**src/cmc_pkg.sv**
```systemverilog
// Shared constants, types and helpers for the compare match channel
package cmc_pkg;

   // Register byte offsets on the Avalon-MM slave (one aligned word each)
   localparam logic [7:0] CMC_OFF_CMP_LO = 8'h00;
   localparam logic [7:0] CMC_OFF_CMP_HI = 8'h04;
   localparam logic [7:0] CMC_OFF_CTRL = 8'h08;
   localparam logic [7:0] CMC_OFF_TSEL_A = 8'h0c;
   localparam logic [7:0] CMC_OFF_TSEL_B = 8'h10;
   localparam logic [7:0] CMC_OFF_FLAGS = 8'h14;
   localparam logic [7:0] CMC_OFF_ENABLES = 8'h18;
   localparam logic [7:0] CMC_OFF_PRIOS = 8'h1c;
   localparam logic [7:0] CMC_OFF_IRQ_STAT = 8'h20;
   localparam logic [7:0] CMC_OFF_IRQ_MASK = 8'h24;

   // Implemented bits; everything else reads as zero
   localparam logic [7:0] CMC_CTRL_MASK = 8'h3f;
   localparam logic [7:0] CMC_TSEL_A_MASK = 8'hd7;
   localparam logic [7:0] CMC_TSEL_B_MASK = 8'h17;
   localparam logic [7:0] CMC_CHAN_MASK = 8'h02;
   localparam logic [1:0] CMC_IRQ_MASK_W = 2'h3;

   // Field positions
   localparam int unsigned CMC_CHAN_BIT = 1;
   localparam int unsigned CMC_DUTY_LSB = 4;
   localparam int unsigned CMC_STAT_MATCH = 0;
   localparam int unsigned CMC_STAT_TRIG = 1;

   // Reset value and reserved timer select code
   localparam logic [7:0] CMC_REG_RST = 8'h00;
   localparam logic [1:0] CMC_TSEL_RESERVED = 2'h3;

   // Compare modes of the four-bit mode select field
   typedef enum logic [3:0] {
      CMC_MODE_OFF = 4'b0000,
      CMC_MODE_TOGGLE = 4'b0010,
      CMC_MODE_SET_HIGH = 4'b1000,
      CMC_MODE_SET_LOW = 4'b1001,
      CMC_MODE_SW_INT = 4'b1010,
      CMC_MODE_SPECIAL = 4'b1011
   } cmc_mode_e;

   // Time base of the PWM path: 8-bit timer joined with 2 prescale bits
   typedef struct packed {
      logic [9:0] base;
      logic period_end;
   } cmc_pwm_time_s;

   // Whole state of the top module
   typedef struct packed {
      logic wait_r;
      logic [31:0] rdata;
      logic [7:0] cmp_lo;
      logic [7:0] cmp_hi;
      logic [7:0] ctrl;
      logic [7:0] tsel_a;
      logic [7:0] tsel_b;
      logic [7:0] flags;
      logic [7:0] enables;
      logic [7:0] prios;
      logic [1:0] irq_stat;
      logic [1:0] irq_mask;
      logic latch;
      logic pin;
      logic pin_oe;
      logic trig;
      logic first_rst;
      logic second_rst;
      logic chan_int;
      logic chan_prio;
      logic irq;
   } cmc_state_s;

   // State of the match detector
   typedef struct packed {
      logic eq_prev;
   } cmc_det_s;

   // State of the PWM generator
   typedef struct packed {
      logic [9:0] shadow;
      logic level;
   } cmc_pwm_s;

   // PWM modes occupy the codes 11xx
   function automatic logic cmc_is_pwm(input logic [3:0] m);
      return m[3:2] == 2'b11;
   endfunction

   // Modes in which a match acts
   function automatic logic cmc_is_compare(input logic [3:0] m);
      return m == CMC_MODE_TOGGLE || m == CMC_MODE_SET_HIGH || m == CMC_MODE_SET_LOW
         || m == CMC_MODE_SW_INT || m == CMC_MODE_SPECIAL;
   endfunction

   // Timer select: 00 first timer, 01 and 10 second timer
   function automatic logic cmc_use_second(input logic [1:0] sel);
      return sel == 2'b01 || sel == 2'b10;
   endfunction

endpackage

```
**src/cmc_channel.sv**
```systemverilog
// Compare match channel with Avalon-MM registers, pin logic and interrupts
`timescale 1ns/10ps
//
// Contract
// - Compare value checked against selected timer in the five compare modes only
// - Match drives pin high, low, toggle, unchanged
// - Event flag set with the pin action
// - Mode 1010: interrupt only, pin untouched
// - Mode 1011: special event trigger pulse on match
// - Trigger resets the currently selected timer pair
// - This trigger never starts a conversion
// - Control written zero clears output latch
// - PWM mode with up to 10-bit duty
// - Unimplemented bits read zero; duty 5:4, mode 3:0
// - Select 00 first, 01/10 second, 11 reserved
// - Event flag at bit 1, software clears
module cmc_channel
(
   // Clock and reset
   input wire logic sys_clk,
   input wire logic rst,
   // Avalon-MM slave
   input wire logic [7:0] avs_address,
   input wire logic avs_read,
   input wire logic avs_write,
   input wire logic [31:0] avs_writedata,
   input wire logic [3:0] avs_byteenable,
   output logic [31:0] avs_readdata,
   output logic avs_waitrequest,
   // Timer pairs and time base
   input wire logic [15:0] first_timer_pair,
   input wire logic [15:0] second_timer_pair,
   input wire cmc_pkg::cmc_pwm_time_s pwm_time,
   output logic first_timer_reset,
   output logic second_timer_reset,
   output logic special_event_trigger,
   // Channel output pin
   input wire logic port_data_latch,
   input wire logic pin_direction_bit,
   output logic channel_output_pin,
   output logic channel_output_pin_oe,
   // Interrupts
   output logic channel_event_irq,
   output logic channel_event_high_prio,
   output logic irq
);
   import cmc_pkg::*;

   cmc_state_s s_r;
   cmc_state_s s_nxt;
   logic req;
   logic go;
   logic wr_go;
   logic rd_go;
   logic hit;
   logic pwm_level;
   logic [3:0] mode;
   logic use_second;
   logic act;
   logic [7:0] wbyte;

   assign req = avs_read | avs_write;
   assign go = req && !s_r.wait_r;
   assign wr_go = go && avs_write && avs_byteenable[0];
   assign rd_go = go && avs_read;
   assign mode = s_r.ctrl[3:0];
   assign use_second = cmc_use_second(s_r.tsel_a[1:0]);
   assign act = hit && cmc_is_compare(mode);
   assign wbyte = avs_writedata[7:0];

   // Outputs straight from the state register
   assign avs_readdata = s_r.rdata;
   assign avs_waitrequest = s_r.wait_r;
   assign first_timer_reset = s_r.first_rst;
   assign second_timer_reset = s_r.second_rst;
   assign special_event_trigger = s_r.trig;
   assign channel_output_pin = s_r.pin;
   assign channel_output_pin_oe = s_r.pin_oe;
   assign channel_event_irq = s_r.chan_int;
   assign channel_event_high_prio = s_r.chan_prio;
   assign irq = s_r.irq;

   // Compare value against the selected timer
   cmc_match_detect u_detect
   (
      .sys_clk(sys_clk),
      .rst(rst),
      .enable(cmc_is_compare(mode)),
      .compare_value({s_r.cmp_hi, s_r.cmp_lo}),
      .first_count(first_timer_pair),
      .second_count(second_timer_pair),
      .use_second(use_second),
      .hit(hit)
   );

   // PWM path; duty is the low compare byte (cmp_lo) plus two control bits
   cmc_pwm_gen u_pwm
   (
      .sys_clk(sys_clk),
      .rst(rst),
      .enable(cmc_is_pwm(mode)),
      .duty({s_r.cmp_lo, s_r.ctrl[CMC_DUTY_LSB+1:CMC_DUTY_LSB]}),
      .pwm_time(pwm_time),
      .level(pwm_level)
   );

   // Read multiplexer; unmapped addresses read zero
   function automatic logic [7:0] rd_mux(input logic [7:0] a, input cmc_state_s st);
      logic [7:0] v;
      v = 8'h00;
      unique case (a)
         CMC_OFF_CMP_LO: v = st.cmp_lo;
         CMC_OFF_CMP_HI: v = st.cmp_hi;
         CMC_OFF_CTRL: v = st.ctrl & CMC_CTRL_MASK;
         CMC_OFF_TSEL_A: v = st.tsel_a & CMC_TSEL_A_MASK;
         CMC_OFF_TSEL_B: v = st.tsel_b & CMC_TSEL_B_MASK;
         CMC_OFF_FLAGS: v = st.flags & CMC_CHAN_MASK;
         CMC_OFF_ENABLES: v = st.enables & CMC_CHAN_MASK;
         CMC_OFF_PRIOS: v = st.prios & CMC_CHAN_MASK;
         CMC_OFF_IRQ_STAT: v = {6'h00, st.irq_stat};
         CMC_OFF_IRQ_MASK: v = {6'h00, st.irq_mask};
         default: v = 8'h00;
      endcase
      return v;
   endfunction

   // Next state: bus, match actions, pin and interrupt outputs
   always_comb
   begin
      s_nxt = s_r;
      s_nxt.trig = 1'b0;
      s_nxt.first_rst = 1'b0;
      s_nxt.second_rst = 1'b0;
      // One wait cycle per access; answer at the following edge
      s_nxt.wait_r = !(req && s_r.wait_r);
      if (req && s_r.wait_r)
         s_nxt.rdata = {24'h000000, rd_mux(avs_address, s_r)};
      // Pin action before the bus write so a clearing write has the last word
      if (act)
      begin
         unique case (mode)
            CMC_MODE_SET_HIGH: s_nxt.latch = 1'b1;
            CMC_MODE_SET_LOW: s_nxt.latch = 1'b0;
            CMC_MODE_TOGGLE: s_nxt.latch = !s_r.latch;
            CMC_MODE_SW_INT: s_nxt.latch = s_r.latch;
            CMC_MODE_SPECIAL:
            begin
               s_nxt.trig = 1'b1;
               s_nxt.first_rst = !use_second;
               s_nxt.second_rst = use_second;
            end
            default: s_nxt.latch = s_r.latch;
         endcase
      end
      // Register writes through byte lane 0
      if (wr_go)
      begin
         unique case (avs_address)
            CMC_OFF_CMP_LO: s_nxt.cmp_lo = wbyte;
            CMC_OFF_CMP_HI:
            begin
               if (!cmc_is_pwm(mode))
                  s_nxt.cmp_hi = wbyte;
            end
            CMC_OFF_CTRL:
            begin
               s_nxt.ctrl = wbyte & CMC_CTRL_MASK;
               if (wbyte == CMC_REG_RST)
                  s_nxt.latch = 1'b0;
            end
            CMC_OFF_TSEL_A:
            begin
               // The reserved select code is refused; the old field stays
               s_nxt.tsel_a = wbyte & CMC_TSEL_A_MASK;
               if (wbyte[1:0] == CMC_TSEL_RESERVED)
                  s_nxt.tsel_a[1:0] = s_r.tsel_a[1:0];
            end
            CMC_OFF_TSEL_B: s_nxt.tsel_b = wbyte & CMC_TSEL_B_MASK;
            CMC_OFF_FLAGS: s_nxt.flags = wbyte & CMC_CHAN_MASK;
            CMC_OFF_ENABLES: s_nxt.enables = wbyte & CMC_CHAN_MASK;
            CMC_OFF_PRIOS: s_nxt.prios = wbyte & CMC_CHAN_MASK;
            CMC_OFF_IRQ_MASK: s_nxt.irq_mask = wbyte[1:0] & CMC_IRQ_MASK_W;
            default: s_nxt.latch = s_nxt.latch;
         endcase
      end
      // Reading the status register clears it
      if (rd_go && avs_address == CMC_OFF_IRQ_STAT)
         s_nxt.irq_stat = 2'h0;
      // Hardware sets win over any clear in the same cycle
      if (act)
      begin
         s_nxt.flags[CMC_CHAN_BIT] = 1'b1;
         s_nxt.irq_stat[CMC_STAT_MATCH] = 1'b1;
         if (mode == CMC_MODE_SPECIAL)
            s_nxt.irq_stat[CMC_STAT_TRIG] = 1'b1;
      end
      // Pin follows the latch in the drive modes, the PWM level, else the port latch
      if (mode == CMC_MODE_SET_HIGH || mode == CMC_MODE_SET_LOW || mode == CMC_MODE_TOGGLE)
         s_nxt.pin = s_nxt.latch;
      else if (cmc_is_pwm(mode))
         s_nxt.pin = pwm_level;
      else
         s_nxt.pin = port_data_latch;
      s_nxt.pin_oe = !pin_direction_bit;
      // Interrupt outputs
      s_nxt.chan_int = s_nxt.flags[CMC_CHAN_BIT] && s_nxt.enables[CMC_CHAN_BIT];
      s_nxt.chan_prio = s_nxt.prios[CMC_CHAN_BIT];
      s_nxt.irq = |(s_nxt.irq_stat & s_nxt.irq_mask);
   end

   // State register; waitrequest idles high
   always_ff @(posedge sys_clk or posedge rst)
   begin
      if (rst)
      begin
         s_r <= '0;
         s_r.wait_r <= 1'b1;
      end
      else
         s_r <= s_nxt;
   end
endmodule

```
**src/cmc_match_detect.sv**
```systemverilog
// Equality detector between the compare value and the selected timer pair
`timescale 1ns/10ps
module cmc_match_detect
(
   // Clock and reset
   input wire logic sys_clk,
   input wire logic rst,
   // Compare inputs
   input wire logic enable,
   input wire logic [15:0] compare_value,
   input wire logic [15:0] first_count,
   input wire logic [15:0] second_count,
   input wire logic use_second,
   // Result
   output logic hit
);
   import cmc_pkg::*;

   cmc_det_s s_r;
   cmc_det_s s_nxt;
   logic equal;

   // A prescaled timer may sit on the value for many clocks; only the first one counts
   assign equal = enable && (compare_value == (use_second ? second_count : first_count));
   assign hit = equal && !s_r.eq_prev;

   // Next state
   always_comb
   begin
      s_nxt = s_r;
      s_nxt.eq_prev = equal;
   end

   // State register
   always_ff @(posedge sys_clk or posedge rst)
   begin
      if (rst)
         s_r <= '0;
      else
         s_r <= s_nxt;
   end
endmodule

```
**src/cmc_pwm_gen.sv**
```systemverilog
// Double-buffered PWM output with up to 10-bit duty resolution
`timescale 1ns/10ps
module cmc_pwm_gen
(
   // Clock and reset
   input wire logic sys_clk,
   input wire logic rst,
   // Control
   input wire logic enable,
   input wire logic [9:0] duty,
   input wire cmc_pkg::cmc_pwm_time_s pwm_time,
   // Output level
   output logic level
);
   import cmc_pkg::*;

   cmc_pwm_s s_r;
   cmc_pwm_s s_nxt;

   assign level = s_r.level;

   // Duty is taken only at period end so a mid-period write cannot glitch the pulse
   always_comb
   begin
      s_nxt = s_r;
      if (!enable)
         s_nxt.level = 1'b0;
      else if (pwm_time.period_end)
      begin
         s_nxt.shadow = duty;
         s_nxt.level = (duty != 10'h000);
      end
      else if (s_r.level && s_r.shadow == pwm_time.base)
         s_nxt.level = 1'b0;
   end

   // State register
   always_ff @(posedge sys_clk or posedge rst)
   begin
      if (rst)
         s_r <= '0;
      else
         s_r <= s_nxt;
   end
endmodule

```
**config.mk**
```make
export PLATFORM = sky130hd
export DESIGN_NAME = cmc_channel
export DESIGN_NICKNAME = d
export VERILOG_FILES = /design/src/cmc_pkg.sv /design/src/cmc_channel.sv /design/src/cmc_match_detect.sv /design/src/cmc_pwm_gen.sv
export SDC_FILE = /design/constraint.sdc
export NUM_CORES = 1
export LEC_CHECK = 0
export BUFFER_PORTS_ARGS = -buffer_cell sky130_fd_sc_hd__buf_2
export CAP_MARGIN = 20
export CELL_PAD_IN_SITES_DETAIL_PLACEMENT = 1
export CELL_PAD_IN_SITES_GLOBAL_PLACEMENT = 1
export CORE_MARGIN = 10
export CORE_UTILIZATION = 39
export DETAILED_ROUTE_END_ITERATION = 16
export GPL_TIMING_DRIVEN = 0
export PLACE_DENSITY = 0.93
export SLEW_MARGIN = 5
export SYNTH_ARGS = -nofsm -noshare
export SYNTH_HDL_FRONTEND = slang
export SYNTH_SLANG_ARGS = --single-unit
```
**constraint.sdc**
```tcl
create_clock -name sys_clk -period 3.44 [get_ports sys_clk]
set_input_delay 1.032 -clock sys_clk [delete_from_list [all_inputs] [get_ports sys_clk]]
set_output_delay 1.032 -clock sys_clk [all_outputs]
set_load 0.02 [all_outputs]
```
=== Yosys cells after proc, flatten, opt, wreduce, memory -nomap -nowiden ===
Cells that the tools add are included.

* Eq/ne operators: 21
* Mux-type cells: 23
* Bitwise logic cells: 4
* Reduce and logical (&&, ||, !) cells: 36

{| class="wikitable"
|+ Operators with widths
! kind !! number
|-
| one-hot mux 8 bit (10 select lines) || 1
|-
| == test 8 x 5 -> 1 bit, second input constant || 4
|-
| 2-to-1 mux 18 bit || 1
|-
| == test 16 bit || 1
|-
| == test 4 bit, second input constant || 4
|-
| == test 8 x 4 -> 1 bit, second input constant || 2
|-
| == test 8 x 6 -> 1 bit, second input constant || 2
|-
| logical NOT 8 bit || 2
|-
| 2-to-1 mux 16 bit || 1
|-
| 2-to-1 mux 2 bit || 6
|-
| AND reduction 2 bit || 6
|-
| logical AND 1 bit || 11
|-
| == test 10 bit || 1
|-
| 2-to-1 mux 1 bit || 10
|-
| nonzero test 10 bit || 1
|-
| 2-to-1 mux 3 bit || 3
|-
| == test 8 x 3 -> 1 bit, second input constant || 1
|-
| logical OR 1 bit || 7
|-
| == test 2 bit, second input constant || 3
|-
| logical NOT 1 bit || 6
|-
| AND reduction 3 bit || 2
|-
| == test 4 x 2 -> 1 bit, second input constant || 1
|-
| inequality test 3 bit, second input constant || 1
|-
| one-hot mux 1 bit (3 select lines) || 1
|-
| other kinds (5) || 6
|}

* Flip-flop bits (word level): 68
* Input bits: 93
* Output and inout bits: 41
* Word-level logic and storage cells: 108

=== Longest topological paths before layout ===
* Depth in word-level cells: 14
* Gate-level depth with buffers: 9
* Depth with buffers taken out: 7

=== Hierarchy ===
From an unflattened synthesis, not the netlist that was laid out.

* Cells, all modules: 359
* Area, all modules: 3,978.8 um^2

{| class="wikitable"
|+ By module, submodules not included
! module !! instances !! cells each !! area an instance (um^2) !! seq. area each (um^2)
|-
| cmc_channel || 1 || 272 || 3,019.1 || 1,402.6
|-
| cmc_pwm_gen || 1 || 43 || 545.5 || 275.3
|-
| cmc_match_detect || 1 || 44 || 414.1 || 25.0
|}

=== Worst setup path before layout ===
Ideal clock, no wire load.

* Path type: input to register
* From: input port second_timer_pair[3]
* To: register s_r, in the netlist channel_output_pin
* Library setup time: 92 ps
* Data arrival time: 2,758 ps
* Required time: 3,348 ps
* Path slack: 590 ps
* Cell stages on the path: 7
* Path buffers: 0
* Cells stage by stage: nor2b_1 nand2b_1 a211o_2 a2111oi_4 nand4bb_4 a211o_1 o31ai_2

{| class="wikitable"
|+ RTL lines
! what !! RTL line !! text
|-
| from (decl) || cmc_channel.sv:32 || <nowiki>input wire logic [15:0] second_timer_pair,</nowiki>
|-
| to (signal assigned) || cmc_channel.sv:220 || <nowiki>s_r <= s_nxt;</nowiki>
|-
| to (decl) || cmc_channel.sv:49 || <nowiki>cmc_state_s s_r;</nowiki>
|}

=== Worst setup path in the final report ===
* From: input port avs_address[5]
* To: register s_r[62] (netlist bit)

* Longest elaborated chain between the ends: 2

{| class="wikitable"
|+ Ends and longest elaborated chain
! what !! RTL line !! text
|-
| from (decl) || cmc_channel.sv:23 || <nowiki>input wire logic [7:0] avs_address,</nowiki>
|-
| == test 8 x 3 -> 1 bit || cmc_channel.sv:158 || <nowiki>unique case (avs_address)</nowiki>
|-
| AND reduction 3 bit (no line) || - ||
|}

No other way between the ends.
A chain may end at the register's enable or synchronous reset.

==> impl_metrics.ini <==
[outcome]
run_status = finished clean

[synth]
syn_inst = 389
synth_edf_count = 0
synth_area_per_cell_um2 = 10.4
netlist_area_um2 = 4060
yosysWarnings = 0
ys_seq_area_share_pct = 41.9
ys.flop_type = dfrtp_1
ys_ff_latch = 68
synth_cell_type_count = 63
async_reset_ff_share_pct = 100

[floorplanning]
initial_core_util_pct = 39.7
die_area_um2 = 14900
core_area_um2 = 10200
io_pins = 134
fp.dieH_um = 122
num_rows = 37
die-width_um = 122

[cells_and_area]
drive_gt1_share_pct = 37.3
area_growth_pct = 21.7
multi_input_area_um2 = 2100
utilization_pct = 48.3
antennaDiodeCount = 0
nNetsFinal = 597
fillers = 1200
register_area_um2 = 1700

[power]
power_leakage_nw = 2.41
power.total_mw = 1.77
powerDensity_nw_per_um2 = 358
peakVddDrop_v = 0.000196

[global_routing]
antenna_found_initial = 0
grt_pass1_vias = 3830
grt_max_degree = 69
grt.overflow.total = 0
grt_usage_pct = 17.2
grt_pass1_wl_um = 20300

[clocking]
htreeDepth = 3
cts_root_buf = clkbuf_8
cts_tree = built
ctsResizeCount = 0
post-cts-setup-buffer-count = 0
clockBufferDepth = 2
cts.reportedPaths.clkPinSlew_ns = 0.07
cts_sinks = 68
hold_buffers = 0
clk_latency_ns = 0.36
cts_buffers = 9

[worst_setup_path]
ff2ff_path_depth = 8
crit_slowest_cell = nor2_1
critPathBufInv = 1
slowest_delay_ns = 0.60
cp-end-kind = register
rr_startpoint = s_r[45]
crit_required_ns = 3.67
r2r_slack_ns = 0.56
critical_path.reg2reg.endpoint = channel_output_pin
critPathMaxFanout = 9
critPathKind = in -> reg
critPathCapture = s_r[62]
cp_top_family = simple AND/OR/NAND/NOR gates
path_cells = buf_2 > nor3_1 > nand2b_1 > nor2_1 > nand3_1 > mux2_2
cp.depth = 6
start_kind = primary input
worstPathArrival_ns = 3.27
critPathLaunch = avs_address[5]

[route]
drt_iter0_markers = 271
routedWlPerCell_um = 20.2
vias = 3437
drc_errors = 0
vias_per_cell = 5.33
antenna_left = 0
drt-pass1-iter-count = 4
routed_wl_um = 13000

[timing]
finalMaxSlewViolations = 0
relSlewSlack_pct = 43.4
holdWs_ns = 0.491
worst_pin_slew_ns = 0.848
final.setup_skew_ns = 0.0130
rsz0062_at_grt = false
fin_ws_ns = 0.405
finalHoldViolCount = 0
max_freq_mhz = 330
fin_crit_ns = 3.03
fin_crit_sh_pct = 88.2
setup_viol_count_final = 0

[placement]
place_ws_ns = 0.141
gp_congestion = 0.856
dp_hpwl_um = 10100
port_buffers = 81

[min_path]
hp-class = reg -> reg

[flow_run]
maxCapViolations = 0
## cells in the mapped netlist (4+ instances only)
cell	count	area share, %
dfrtp_1	67	41
mux2_2	43	12
buf_4	33	6.1
nand2_1	32	3.0
nor2_1	19	1.8
o21ai_0	18	2.2
xor2_1	16	3.5
nor2b_1	15	2.3
nor3_1	12	1.5
inv_1	11	1.0
a21oi_1	10	1.2
a222oi_1	9	2.2
xnor2_1	9	1.9
mux2i_1	8	2.0
nor4_1	8	1.2
nand3_1	6	0.74
nand2b_1	5	0.77
clkbuf_1	4	0.37
nand4_1	4	0.62
## kinds of logic (layout without fill, tap and decap cells)
| logic type | Yosys count | after routing | synth area share (%) |
|---|---|---|---|
| other | 1 | 24 | 0.0924 |
| DFF | 68 | 68 | 41.9 |
| buffers and inverters | 52 | 149 | 8.51 |
| and+or+nand+nor | 116 | 116 | 15.2 |
| muxes | 52 | 52 | 14.5 |
| AOI/OAI and AO/OA | 74 | 74 | 14.0 |
| xor gates and xnor gates | 26 | 26 | 5.79 |
## routing by layer
layer | routed length [um] | track usage, % | up-vias | share of wire, %
met1 | 5430 | 20.2 | 1700 | 42
li1 | - | - | 1599 | -
met3 | 971 | 5.32 | 16 | 7.4
met2 | 6470 | 29.8 | 122 | 50
met5 | 0 | 0 | - | 0
met4 | 161 | 4.69 | 0 | 1.2
## state kept, by name, summed over array words and instances (netlist names), 4 cells and up
register	cells
avs_readdata	8
mode	4
s_r	35
u_pwm.s_r	10
## power by group
group          internal (mW)  switching, mW  total (mW)
Combinational         0.0886          0.126       0.214
Clock                  0.405          0.330       0.735
Sequential             0.809         0.0111       0.820
Total                   1.30          0.467        1.77
## stage by stage
stage                     area, um2  std cells  setup TNS, ns
after detailed placement       4720        629              0
after global routing           4940        645              0
after CTS                      4940        645              0
after global placement         4720        629          -7.44
final                          4940        645              0
after floorplan                4150        412              0
## area by class of cell
type | instances | share of cell area, %
plain buffers | 41 | 6.16
clock buffers | 9 | 2.51
clock inverters | 7 | 1.85
inverters | 11 | 0.887
multi-input cells | 292 | 42.5
flip-flops and latches | 68 | 34.5
well taps | 136 | 3.44
repair buffers | 81 | 8.21
## worst min-delay path by stage
stage,slack (ns),cells past startpoint,endpoint,startpoint
4_1_cts,0.49,1,avs_readdata[2],avs_readdata[2]
2_1_floorplan,0.45,1,avs_readdata[2],avs_readdata[2]
3_5_place_dp,0.47,1,avs_readdata[2],avs_readdata[2]
5_1_grt,0.51,1,avs_readdata[2],avs_readdata[2]
3_3_place_gp,0.46,1,avs_readdata[2],avs_readdata[2]
6_report,0.49,1,avs_readdata[2],avs_readdata[2]
## cell usage in the layout (no fill, tap or decap), types with 2 or more instances in the layout
master	netlist	routed
conb_1	1	24
a21oi_1	10	10
o21bai_1	3	3
a22o_1	2	2
mux2i_1	8	8
xor2_1	16	16
clkbuf_1	4	4
nand2_1	32	32
nor2_1	19	19
nand2b_1	5	5
o32ai_1	2	2
and4_1	2	2
clkinv_2	0	3
xnor2_1	9	9
nand3_1	6	6
o21ai_0	18	18
nor3_1	12	12
buf_2	1	82
nand3b_1	2	2
bufinv_16	0	2
mux2_2	43	43
clkbuf_8	1	10
nor4_1	8	8
o2111ai_1	3	3
nor2b_1	15	15
a21o_1	2	2
dfrtp_1	67	67
o211ai_1	3	3
a222oi_1	9	9
a22oi_1	3	3
and2_1	3	3
buf_6	2	2
inv_1	11	10
buf_4	33	33
nand4_1	4	4
Note: power is estimated with default switching activity, not from simulation.
